## src/inc/ssp_pkg.sv

```systemverilog
// Purpose: shared constants and types of the status/protect block
// Assumes: 40 MHz system clock, SPI mode 0 style framing
// Notes: nonvolatile bits are modelled as flops with factory values
`default_nettype none
package ssp_pkg;
  // Instruction bytes
  localparam logic [7:0] OPC_READ_STATUS = 8'h05;
  localparam logic [7:0] OPC_WRITE_STATUS = 8'h01;
  localparam logic [7:0] OPC_SET_LATCH = 8'h06;
  localparam logic [7:0] OPC_CLEAR_LATCH = 8'h04;
  // Status byte bit positions
  localparam int SB_PROTECT_EN = 7;
  localparam int SB_GUARD_HI = 3;
  localparam int SB_GUARD_LO = 2;
  localparam int SB_LATCH = 1;
  localparam int SB_BUSY = 0;
  localparam logic [2:0] SB_UNUSED = 3'h0;
  // Factory values of the nonvolatile bits
  localparam logic PROTECT_EN_RST = 1'h0;
  localparam logic [1:0] GUARD_RST = 2'h0;
  // Array geometry and guarded region starts
  localparam int ADDR_W = 13;
  localparam logic [ADDR_W-1:0] GUARD_QTR_BASE = 13'h1800;
  localparam logic [ADDR_W-1:0] GUARD_HALF_BASE = 13'h1000;
  localparam logic [1:0] GUARD_NONE = 2'h0;
  localparam logic [1:0] GUARD_QTR = 2'h1;
  localparam logic [1:0] GUARD_HALF = 2'h2;
  localparam logic [1:0] GUARD_ALL = 2'h3;
  // Synchronised pin indices
  localparam int PIN_N = 4;
  localparam int PIN_CS = 0;
  localparam int PIN_SCK = 1;
  localparam int PIN_SI = 2;
  localparam int PIN_WP = 3;
  localparam logic [PIN_N-1:0] SYNC_RST = 4'h9; // Idle levels: select and protect high
  // Self-timed write cycle
  localparam int CLK_MHZ = 40;
  localparam int WRITE_TIME_US = 1000;
  localparam int WRITE_CYCLES_DFLT = WRITE_TIME_US * CLK_MHZ;
  localparam int CNT_W = 24;
  // Serial command states
  typedef enum logic [2:0] {
    SX_IDLE = 3'h0,
    SX_OPCODE = 3'h1,
    SX_STATUS_OUT = 3'h2,
    SX_STATUS_DATA = 3'h3,
    SX_ARM_SET = 3'h4,
    SX_ARM_CLEAR = 3'h5,
    SX_ARM_WRITE = 3'h6,
    SX_SKIP = 3'h7
  } ssp_fsm_e;
endpackage
`default_nettype wire

```

## src/inc/ssp_link_if.sv

```systemverilog
// Purpose: carrier between the core, pin synchroniser and write timer
// Assumes: all members live on clk_sys
// Notes: pin vectors are indexed by the package pin constants
`default_nettype none
interface ssp_link_if;
  logic [ssp_pkg::PIN_N-1:0] lvl;
  logic [ssp_pkg::PIN_N-1:0] rise;
  logic [ssp_pkg::PIN_N-1:0] fall;
  logic tmrStart;
  logic tmrBusy;
  logic tmrDone;
  modport syncSide(output lvl, output rise, output fall);
  modport timerSide(input tmrStart, output tmrBusy, output tmrDone);
  modport coreSide(input lvl, input rise, input fall,
                   input tmrBusy, input tmrDone, output tmrStart);
endinterface
`default_nettype wire

```

## src/core/ssp_pin_sync.sv

```systemverilog
// Purpose: three-stage synchroniser and edge finder for the serial pins
// Assumes: pins change far slower than clk_sys
// Notes: a change counts only once stages two and three agree
`default_nettype none
module ssp_pin_sync (
  input wire logic clk_sys, // System clock
  input wire logic nrst, // Async reset, active low
  input wire logic [ssp_pkg::PIN_N-1:0] pins, // Raw pin levels
  ssp_link_if.syncSide lk // Filtered levels and edges
);
  typedef struct packed {
    logic [ssp_pkg::PIN_N-1:0] s1;
    logic [ssp_pkg::PIN_N-1:0] s2;
    logic [ssp_pkg::PIN_N-1:0] s3;
    logic [ssp_pkg::PIN_N-1:0] filt;
    logic [ssp_pkg::PIN_N-1:0] rise;
    logic [ssp_pkg::PIN_N-1:0] fall;
  } ssp_sync_s;
  ssp_sync_s st_q;
  ssp_sync_s st_d;
  // Stage one feeds stage two only; filter looks at two and three
  always_comb begin
    st_d = st_q;
    st_d.s1 = pins;
    st_d.s2 = st_q.s1;
    st_d.s3 = st_q.s2;
    for (int i = 0; i < ssp_pkg::PIN_N; i++) begin
      st_d.rise[i] = 1'b0;
      st_d.fall[i] = 1'b0;
      if (st_q.s2[i] == st_q.s3[i] && st_q.s3[i] != st_q.filt[i]) begin
        st_d.filt[i] = st_q.s3[i];
        st_d.rise[i] = st_q.s3[i];
        st_d.fall[i] = ~st_q.s3[i];
      end
    end
  end
  // Reset to pin idle levels, so no false edge follows reset
  always_ff @(posedge clk_sys or negedge nrst) begin
    if (!nrst) begin
      st_q <= '{s1: ssp_pkg::SYNC_RST, s2: ssp_pkg::SYNC_RST, s3: ssp_pkg::SYNC_RST,
                filt: ssp_pkg::SYNC_RST, rise: '0, fall: '0};
    end else begin
      st_q <= st_d;
    end
  end
  assign lk.lvl = st_q.filt;
  assign lk.rise = st_q.rise;
  assign lk.fall = st_q.fall;
endmodule // ssp_pin_sync
`default_nettype wire

```

## src/core/ssp_write_timer.sv

```systemverilog
// Purpose: self-timed internal write cycle
// Assumes: start is a one-cycle pulse, ignored while busy
// Notes: done pulses in the cycle busy falls
`default_nettype none
module ssp_write_timer #(
  parameter int CYCLES = ssp_pkg::WRITE_CYCLES_DFLT
) (
  input wire logic clk_sys, // System clock
  input wire logic nrst, // Async reset, active low
  ssp_link_if.timerSide lk // Start, busy and done
);
  typedef struct packed {
    logic [ssp_pkg::CNT_W-1:0] cnt;
    logic busy;
    logic done;
  } ssp_tmr_s;
  ssp_tmr_s st_q;
  ssp_tmr_s st_d;
  // Count down once per cycle; a second start cannot restart it
  always_comb begin
    st_d = st_q;
    st_d.done = 1'b0;
    if (st_q.busy) begin
      if (st_q.cnt == '0) begin
        st_d.busy = 1'b0;
        st_d.done = 1'b1;
      end else begin
        st_d.cnt = st_q.cnt - 1'b1;
      end
    end else if (lk.tmrStart) begin
      st_d.busy = 1'b1;
      st_d.cnt = ssp_pkg::CNT_W'(CYCLES - 1);
    end
  end
  always_ff @(posedge clk_sys or negedge nrst) begin
    if (!nrst) begin
      st_q <= '0;
    end else begin
      st_q <= st_d;
    end
  end
  assign lk.tmrBusy = st_q.busy;
  assign lk.tmrDone = st_q.done;
endmodule // ssp_write_timer
`default_nettype wire

```

## src/core/ssp_status_protect.sv

```systemverilog
// Purpose: status byte, write latch and write protection of a serial EEPROM
// Assumes: serial pins are sampled by clk_sys; array sequencer on clk_sys
// Notes: nrst stands for power-up; nonvolatile bits take factory values
//
// Summary of operation
// - Status read answered anytime, even busy
// - Status: enable, three zeros, guards, latch, busy
// - Busy flag shows write cycle, unwritable
// - Latch flag mirrors latch, not writable
// - Set/clear latch ignore hardware protection
// - Guards change only by status write
// - Status byte repeats while select low
// - Guard codes map to protected address ranges
// - Protect enable is writable nonvolatile bit
// - Hardware protect: pin low and enable set
// - Hardware protect blocks status writes only
// - Latch low blocks all; guarded never written
// - Latch clear and output off at power-up
// - Latch cleared when a write completes
// - Status write starts only on well-timed select rise
// - Array access ignored during write cycle
// - Read status 05h, write status 01h
// - Set latch 06h, clear latch 04h
// - MSB first, sample rise, shift on fall
`default_nettype none
module ssp_status_protect #(
  parameter int WRITE_CYCLES = ssp_pkg::WRITE_CYCLES_DFLT
) (
  input wire logic clk_sys, // System clock, 40 MHz
  input wire logic nrst, // Async reset, active low
  input wire logic csN, // Chip select pin, active low
  input wire logic sck, // Serial clock pin
  input wire logic si, // Serial data in pin
  input wire logic wpN, // Write-protect pin, active low
  output logic so, // Serial data out
  output logic soOeN, // Output enable of so, active low
  input wire logic arrayWrReq, // Array write request pulse
  input wire logic [ssp_pkg::ADDR_W-1:0] arrayWrAddr, // Address of request
  output logic arrayWrGo, // Array write granted pulse
  output logic arrayBusy, // Internal write cycle running
  output logic [7:0] statusView, // Current status byte
  output logic hwProtect // Hardware protection active
);
  // Whole core state in one register
  // pend holds the status data byte until the cycle ends;
  // wrStatus tells the done pulse whether to commit it;
  // the view fields exist only so outputs leave flops
  typedef struct packed {
    ssp_pkg::ssp_fsm_e fsm;
    logic [2:0] bitCnt;
    logic [7:0] inSh;
    logic [7:0] outSh;
    logic [7:0] pend;
    logic wrStatus;
    logic startTmr;
    logic latch;
    logic protEn;
    logic guardHi;
    logic guardLo;
    logic so;
    logic soOeN;
    logic wrGo;
    logic busyView;
    logic [7:0] statusView;
    logic hwProt;
  } ssp_core_s;

  ssp_core_s st_q;
  ssp_core_s st_d;

  ssp_link_if lk ();

  // Serial pins enter the clock domain through three stages
  // Every pin sees the same delay, so data stays lined up with its clock;
  // the price is four clocks of latency on every host edge
  ssp_pin_sync u_sync (
    .clk_sys(clk_sys),
    .nrst(nrst),
    .pins({wpN, si, sck, csN}),
    .lk(lk.syncSide)
  );

  // Shared timer for array and status write cycles
  // One timer is enough: only one write cycle can run at a time
  ssp_write_timer #(
    .CYCLES(WRITE_CYCLES)
  ) u_timer (
    .clk_sys(clk_sys),
    .nrst(nrst),
    .lk(lk.timerSide)
  );

  // Whether an array address lies in a guarded block
  // Each range ends at the top of the array, so no upper compare
  function automatic logic isGuarded(input logic [1:0] code,
                                     input logic [ssp_pkg::ADDR_W-1:0] addr);
    logic hit;
    hit = 1'b0;
    unique case (code)
      ssp_pkg::GUARD_NONE: hit = 1'b0;
      ssp_pkg::GUARD_QTR: hit = (addr >= ssp_pkg::GUARD_QTR_BASE);
      ssp_pkg::GUARD_HALF: hit = (addr >= ssp_pkg::GUARD_HALF_BASE);
      ssp_pkg::GUARD_ALL: hit = 1'b1;
    endcase
    return hit;
  endfunction

  // Combinational views of the registered state
  logic csHigh;
  logic csRise;
  logic sckRise;
  logic sckFall;
  logic siLvl;
  logic wpHigh;
  logic busyNow;
  logic hwProtNow;
  logic [7:0] statusNow;
  logic [7:0] byteIn;
  ssp_pkg::ssp_fsm_e fsmNow;
  logic statusWrOk;
  logic arrayWrOk;
  logic [1:0] guardCode;

  // Timing seen from the pins, in clk_sys cycles:
  //   a pin change reaches the core four cycles later;
  //   the core acts in the cycle that sees the filtered edge;
  //   outputs move one cycle after that, five after the pin.
  // Hazards that follow:
  //   serial clock phases shorter than about two cycles are lost;
  //   si must settle no later than the clock edge it rides on;
  //   a select rise acts late, so gaps between frames must
  //   last a few cycles more than the pin delay.
  // Limitations:
  //   the hold function is not handled here;
  //   array reads and writes belong to the sequencer outside,
  //   this block only grants or refuses its write requests.
  // Pin views and derived conditions
  always_comb begin
    csHigh = lk.lvl[ssp_pkg::PIN_CS];
    csRise = lk.rise[ssp_pkg::PIN_CS];
    sckRise = lk.rise[ssp_pkg::PIN_SCK];
    sckFall = lk.fall[ssp_pkg::PIN_SCK];
    siLvl = lk.lvl[ssp_pkg::PIN_SI];
    wpHigh = lk.lvl[ssp_pkg::PIN_WP];
    // Start pulse counts as busy before the timer sees it
    // so a poll in that gap cannot miss the write
    busyNow = lk.tmrBusy | st_q.startTmr;
    // Pin low and enable set; either one alone protects nothing
    hwProtNow = ~wpHigh & st_q.protEn;
    statusNow = 8'h00;
    statusNow[ssp_pkg::SB_PROTECT_EN] = st_q.protEn;
    statusNow[6:4] = ssp_pkg::SB_UNUSED;
    statusNow[ssp_pkg::SB_GUARD_HI] = st_q.guardHi;
    statusNow[ssp_pkg::SB_GUARD_LO] = st_q.guardLo;
    statusNow[ssp_pkg::SB_LATCH] = st_q.latch;
    statusNow[ssp_pkg::SB_BUSY] = busyNow;
    // MSB arrives first, so shift towards the top
    byteIn = {st_q.inSh[6:0], siLvl};
    // Selecting the device moves idle straight into opcode capture
    fsmNow = (st_q.fsm == ssp_pkg::SX_IDLE) ? ssp_pkg::SX_OPCODE : st_q.fsm;
    // Status write needs the latch and no protection or running cycle
    statusWrOk = st_q.latch & ~hwProtNow & ~busyNow;
    // Array write needs the latch and an address outside the guards
    guardCode = {st_q.guardHi, st_q.guardLo};
    arrayWrOk = st_q.latch & ~isGuarded(guardCode, arrayWrAddr);
  end

  // Next state of the whole core
  // Later assignments win, so the order below is the priority:
  // a finished cycle clears the latch, a select rise then applies
  // the armed command, and array requests come last of all
  always_comb begin
    st_d = st_q;
    st_d.startTmr = 1'b0;
    st_d.wrGo = 1'b0;

    // End of a write cycle: commit and drop the latch
    // A set-latch seen in the same cycle still wins further down
    if (lk.tmrDone) begin
      if (st_q.wrStatus) begin
        // Latch and busy positions of the data byte are dropped
        st_d.protEn = st_q.pend[ssp_pkg::SB_PROTECT_EN];
        st_d.guardHi = st_q.pend[ssp_pkg::SB_GUARD_HI];
        st_d.guardLo = st_q.pend[ssp_pkg::SB_GUARD_LO];
      end
      st_d.latch = 1'b0;
    end

    if (csHigh) begin
      // Deselected: output released, framing restarts
      // A frame cut short ends here; partial bytes are dropped
      st_d.fsm = ssp_pkg::SX_IDLE;
      st_d.soOeN = 1'b1;
      st_d.bitCnt = 3'h0;
      // Commands only act on a select rise right after their last bit
      if (csRise) begin
        unique case (st_q.fsm)
          ssp_pkg::SX_ARM_SET: begin
            // Later than the done clear, so a set wins the same cycle
            st_d.latch = 1'b1;
          end
          ssp_pkg::SX_ARM_CLEAR: begin
            // Clearing is allowed even while a cycle runs
            st_d.latch = 1'b0;
          end
          ssp_pkg::SX_ARM_WRITE: begin
            // Latch needed; hardware protect guards status bits only
            // Refused writes start no cycle, but one sent during a status cycle replaces pend and that cycle commits it
            if (statusWrOk) begin
              st_d.startTmr = 1'b1;
              st_d.wrStatus = 1'b1;
            end
          end
          ssp_pkg::SX_IDLE,
          ssp_pkg::SX_OPCODE,
          ssp_pkg::SX_STATUS_OUT,
          ssp_pkg::SX_STATUS_DATA,
          ssp_pkg::SX_SKIP: begin
            // Badly framed or read-only command: nothing happens
            st_d.latch = st_d.latch;
          end
        endcase
      end
    end else begin
      st_d.fsm = fsmNow;
      if (sckRise) begin
        unique case (fsmNow)
          ssp_pkg::SX_OPCODE: begin
            st_d.inSh = byteIn;
            st_d.bitCnt = st_q.bitCnt + 3'h1;
            if (st_q.bitCnt == 3'h7) begin
              st_d.bitCnt = 3'h0;
              // Array read and write opcodes land in skip
              unique case (byteIn)
                ssp_pkg::OPC_READ_STATUS: st_d.fsm = ssp_pkg::SX_STATUS_OUT;
                ssp_pkg::OPC_WRITE_STATUS: st_d.fsm = ssp_pkg::SX_STATUS_DATA;
                ssp_pkg::OPC_SET_LATCH: st_d.fsm = ssp_pkg::SX_ARM_SET;
                ssp_pkg::OPC_CLEAR_LATCH: st_d.fsm = ssp_pkg::SX_ARM_CLEAR;
                default: st_d.fsm = ssp_pkg::SX_SKIP;
              endcase
            end
          end
          ssp_pkg::SX_STATUS_DATA: begin
            st_d.inSh = byteIn;
            st_d.bitCnt = st_q.bitCnt + 3'h1;
            if (st_q.bitCnt == 3'h7) begin
              // Exactly one data byte follows the opcode
              // Whole byte kept; unused positions are masked at commit
              st_d.pend = byteIn;
              st_d.bitCnt = 3'h0;
              st_d.fsm = ssp_pkg::SX_ARM_WRITE;
            end
          end
          ssp_pkg::SX_ARM_SET,
          ssp_pkg::SX_ARM_CLEAR,
          ssp_pkg::SX_ARM_WRITE: begin
            // Any extra clock spoils the framing of the command
            st_d.fsm = ssp_pkg::SX_SKIP;
          end
          ssp_pkg::SX_IDLE,
          ssp_pkg::SX_STATUS_OUT,
          ssp_pkg::SX_SKIP: begin
            // Read and skip states only wait for the select rise
            st_d.bitCnt = st_q.bitCnt;
          end
        endcase
      end
      // Status output shifts after falling edges
      // Bit counter is shared with input, which is idle here
      if (sckFall && fsmNow == ssp_pkg::SX_STATUS_OUT) begin
        st_d.soOeN = 1'b0;
        st_d.bitCnt = st_q.bitCnt + 3'h1;
        if (st_q.bitCnt == 3'h0) begin
          // Fresh snapshot each byte so polling sees busy fall
          st_d.so = statusNow[7];
          st_d.outSh = {statusNow[6:0], 1'b0};
        end else begin
          st_d.so = st_q.outSh[7];
          st_d.outSh = {st_q.outSh[6:0], 1'b0};
        end
      end
    end

    // Array writes: latch, guards and busy decide; ties go to status
    // The grant pulse is the only way the sequencer may program,
    // so a refused request simply sees no grant and may retry
    if (arrayWrReq && !busyNow && !st_d.startTmr) begin
      if (arrayWrOk) begin
        st_d.startTmr = 1'b1;
        st_d.wrStatus = 1'b0;
        st_d.wrGo = 1'b1;
      end
    end

    // Registered views for the outputs
    st_d.busyView = busyNow;
    st_d.statusView = statusNow;
    st_d.hwProt = hwProtNow;
  end

  // Power-up: latch clear, output released, factory protection
  // nrst models power-up, so the latch always starts clear
  // Nonvolatile bits have no true reset; factory values stand in
  always_ff @(posedge clk_sys or negedge nrst) begin
    if (!nrst) begin
      st_q <= '{fsm: ssp_pkg::SX_IDLE,
                bitCnt: 3'h0,
                inSh: 8'h00,
                outSh: 8'h00,
                pend: 8'h00,
                wrStatus: 1'b0,
                startTmr: 1'b0,
                latch: 1'b0,
                protEn: ssp_pkg::PROTECT_EN_RST,
                guardHi: ssp_pkg::GUARD_RST[1],
                guardLo: ssp_pkg::GUARD_RST[0],
                so: 1'b0,
                soOeN: 1'b1,
                wrGo: 1'b0,
                busyView: 1'b0,
                statusView: 8'h00,
                hwProt: 1'b0};
    end else begin
      st_q <= st_d;
    end
  end

  // Timer start travels through the carrier
  // Registered, so the timer starts one cycle after the decision
  assign lk.tmrStart = st_q.startTmr;

  // Outputs straight from flops
  // No logic between flops and pins keeps output timing clean
  assign so = st_q.so;
  assign soOeN = st_q.soOeN;
  assign arrayWrGo = st_q.wrGo;
  assign arrayBusy = st_q.busyView;
  assign statusView = st_q.statusView;
  assign hwProtect = st_q.hwProt;
endmodule // ssp_status_protect
`default_nettype wire

```

## config.mk

```make
export PLATFORM = sky130hd
export DESIGN_NAME = ssp_status_protect
export DESIGN_NICKNAME = d
export VERILOG_FILES = /design/src/inc/ssp_pkg.sv /design/src/inc/ssp_link_if.sv /design/src/core/ssp_pin_sync.sv /design/src/core/ssp_write_timer.sv /design/src/core/ssp_status_protect.sv
export SDC_FILE = /design/constraint.sdc
export NUM_CORES = 1
export LEC_CHECK = 0
export ABC_AREA = 1
export BUFFER_PORTS_ARGS = -buffer_cell sky130_fd_sc_hd__clkbuf_2
export CORE_MARGIN = 5
export CORE_UTILIZATION = 56
export CTS_BUF_LIST = sky130_fd_sc_hd__clkbuf_4
export DETAILED_ROUTE_END_ITERATION = 8
export PLACE_DENSITY = 0.78
export SYNTH_ARGS = -nofsm -noshare
export SYNTH_HDL_FRONTEND = slang
export SYNTH_SLANG_ARGS = --single-unit
```

## constraint.sdc

```tcl
create_clock -name clk_sys -period 1.45 [get_ports clk_sys]
set_input_delay 0.145 -clock clk_sys [delete_from_list [all_inputs] [get_ports clk_sys]]
set_output_delay 0.145 -clock clk_sys [all_outputs]
set_load 0.03 [all_outputs]
```

==> qor.yml <==
detailed_routing:
  ant_nets: 0
  vias: 3321
  wl_per_cell_um: 13.27
  drcViolationCount: 0
  dr_wl_met3_um: 522
  drt-total-wl_um: 8491
  met1_length_um: 3880
  vias_per_cell: 5.189
  top_layer_used: "met4"
  drtIter0Drc: 260
  wl_met2_um: 3968
  first_pass_iters: 4
final_layout:
  layout_commonest_cell: "nand2_1"
  final_nets: 561
  mostFrequentLayoutCells: "nand2_1 (107), dfrtp_1 (70), nor2_1 (46)"
  area_delta_synth_final_pct: 20.21
  fillCellCount: 541
  antenna_cells: 0
  instances_no_fill: 640
  drive_above_1_share: 0.2625
floorplan:
  start_util: 0.5669
  die_x_um: 95.23
  die_h_um: 95.23
  io_pins: 33
  rows: 31
  core_area_sq_mm: 0.007176
  design.die.area_sq_mm: 0.009068
yosys:
  netlist_area_sq_mm: 0.004068
  synth_mux_area_frac: 0.002768
  ys_seq_area_frac: 0.5134
  synth_top_family_by_area: "simple AND/OR/NAND/NOR gates"
  ys.flop_type: "dfrtp_1"
  yosys.area_share.simple: 0.2867
  synth_area_per_cell_sq_um: 8.545
  ys_types: 40
  synth-edff-count: 0
  yosys_register_bits: 83
  ys.warnings.count: 0
  synth_xor_area_frac: 0.008613
  synth_cells: 476
  async_flop_share: 1.000
  synthAdderAreaFrac: 0.02030
  synth_compound_area_frac: 0.08428
placement:
  place_inst: 615
  dp_hpwl_um: 6131
  port-buffer-count: 18
  gp_congestion: 0.9541
timing:
  hold_viol_final: 0
  min_period_ps: 1518
  fin_skew_ps: 21.42
  tns_ps: -616.4
  rsz0062_at_grt: "yes"
  fin_crit_sh: 1.047
  setup_viol: 21
  max_clock_freq_ghz: 0.6587
  fin_ws_ps: -68.14
  slew_violations: 0
setup_path:
  regToRegSetupSlack_ps: -70
  crit_required_ps: 1800
  path_class: "reg -> reg"
  r2r_start: "u_timer.st_q[3]"
  path_max_fanout: 7
  worst-r2r-cell-count: 11
  crit_path_start_kind: "register"
  cp-end-kind: "register"
  worst_ep_arrival_time_ps: 1870
  r2r-end: "u_timer.st_q[11]"
clocking:
  clock-sinks: 83
  clock_path_buffers: 2
  h-tree-depth: 3
  root_buffer: "clkbuf_4"
  worstSkewPairLatency_ps: 440
  clk_pin_slew_ps: 150
  cts_tree: "done"
  cts_made_buffers: 9
flow_run:
  drv_cap: 0
power_and_ir_drop:
  p_sw_mw: 1.162
  power.internal_mw: 3.475
  seq_power_share: 0.544
  swShare: 0.2507
  p_per_area_mw_per_mm2: 948.4
  combPwrFrac: 0.084
  vdd_ir_drop_max_uv: 592.8
  pwr-share-clk: 0.372
  p_leak_nw: 2.467
global_route:
  grt_pass1_vias: 3151
  antenna_found_initial: 0
  grt-ovfl-total: 0
  grt_pass1_wl_um: 14620
  grt_max_degree: 34
  grtUsageTotal: 0.2060
outcome:
  violations: "negative setup slack"
  status: "complete, but fails checks"
min_path:
  hold_class: "in -> async"
## what timing repair did
| action | in CTS | in global routing |
|---|---|---|
| hold buffers | 6 | 0 |
| gates resized for setup | 19 | 28 |
| buffers inserted | 2 | 1 |
| hold endpoints to repair | 86 | 0 |
| pin swaps | 3 | 8 |
| setup endpoints to repair | 27 | 32 |
## power groups by stage
stage	registers (mW)	logic, mW	clock network (mW)
detailed placement	2.57	0.371	0
finish	2.52	0.391	1.72
CTS	2.52	0.389	1.75
global placement	2.56	0.357	0
global route	2.54	0.444	1.88
floorplan	2.54	0.250	0
## synth_stat cells, types with 3 or more instances
| cell type | instances | share of area |
|---|---|---|
| o21ai_1 | 6 | 0.0074 |
| buf_6 | 4 | 0.011 |
| nor2_4 | 5 | 0.014 |
| o21ai_0 | 32 | 0.039 |
| buf_4 | 11 | 0.020 |
| nor2_2 | 8 | 0.012 |
| nand2_1 | 113 | 0.10 |
| nand4_1 | 21 | 0.032 |
| a21o_1 | 3 | 0.0055 |
| dfrtp_1 | 74 | 0.46 |
| dfstp_2 | 9 | 0.058 |
| nor3_1 | 4 | 0.0049 |
| a21oi_1 | 8 | 0.0098 |
| inv_1 | 50 | 0.046 |
| ha_1 | 5 | 0.015 |
| or2_2 | 3 | 0.0046 |
| o21a_1 | 3 | 0.0055 |
| xor2_1 | 4 | 0.0086 |
| nor2_1 | 53 | 0.049 |
| nand3_1 | 36 | 0.044 |
## through the flow
stage                 util  instance area [sq um]  power [mW]  worst slack, ps  hold WS [ps]
floorplan                -                   4075       2.790           -17.96        -150.6
global placement    0.6234                   4473       2.917           -29.89         80.72
detailed placement  0.6234                   4473       2.937           -87.50         82.74
CTS                 0.6684                   4796       4.659           -71.39         134.5
global route        0.6814                   4890       4.861           -160.4         145.9
finish              0.6814                   4890       4.638           -68.14         143.1
## how the worst max path moves through the flow
stage                          from                to  cells after the start  slack [ps]
global route        u_timer.st_q[3]   u_timer.st_q[5]                     11        -160
floorplan           u_timer.st_q[2]  u_timer.st_q[25]                     12         -20
detailed placement  u_timer.st_q[2]   u_timer.st_q[8]                      9         -90
global placement    u_timer.st_q[2]  u_timer.st_q[14]                      8         -30
finish              u_timer.st_q[3]  u_timer.st_q[11]                     11         -70
CTS                 u_timer.st_q[3]   u_timer.st_q[3]                     11         -70
## cell type report
class                           count  area, sq um  area share
Clock buffer                       10        75.07     0.01535
Tap cell                           99        123.9     0.02533
Multi-Input combinational cell    326         1772      0.3623
Clock inverter                      6        113.9     0.02329
Inverter                           51        198.9     0.04069
Sequential cell                    83         2093      0.4281
Timing Repair Buffer               65        513.0      0.1049
## flip-flops by register name (all words and copies together) (netlist names)
register and cells:
u_timer.st_q 24, st_q 17, u_sync.st_d 8, byteIn 7, statusView 5, u_sync.lk.lvl 4, u_sync.st_q 4, guardCode 2
st_d 2, u_sync.lk.rise 2, arrayWrGo 1, hwProtect 1, lk.tmrStart 1, so 1, soOeN 1, u_sync.lk.fall 1
u_timer.lk.tmrBusy 1, u_timer.lk.tmrDone 1
## metal layers
metal / track usage / vias to the layer above
met4: 0.06370 / 0
met5: 0 / -
met1: 0.2923 / 1562
met2: 0.3219 / 88
li1: - / 1658
met3: 0.03710 / 13
## logic make-up (layout without fill, tap and decap cells)
| logic type | after synthesis | count (layout) |
|---|---|---|
| adders and majority gates | 7 | 7 |
| buffers and inverters | 69 | 132 |
| and+or+nand+nor | 251 | 251 |
| xor gates and xnor gates | 4 | 4 |
| DFF | 83 | 83 |
| other | 1 | 3 |
| muxes | 1 | 1 |
| AOI/OAI and AO/OA | 60 | 60 |
## worst max-delay path, stage by stage (launching register included)
cell,delay [ps]
dfrtp_1,420
inv_2,90
ha_4,120
inv_2,30
nor2_2,80
nand2_1,70
nor2_2,120
nand3_4,120
nand2_8,140
buf_6,140
nand2_2,50
o21ai_1,80
Note: power is estimated with default switching activity, not from simulation.
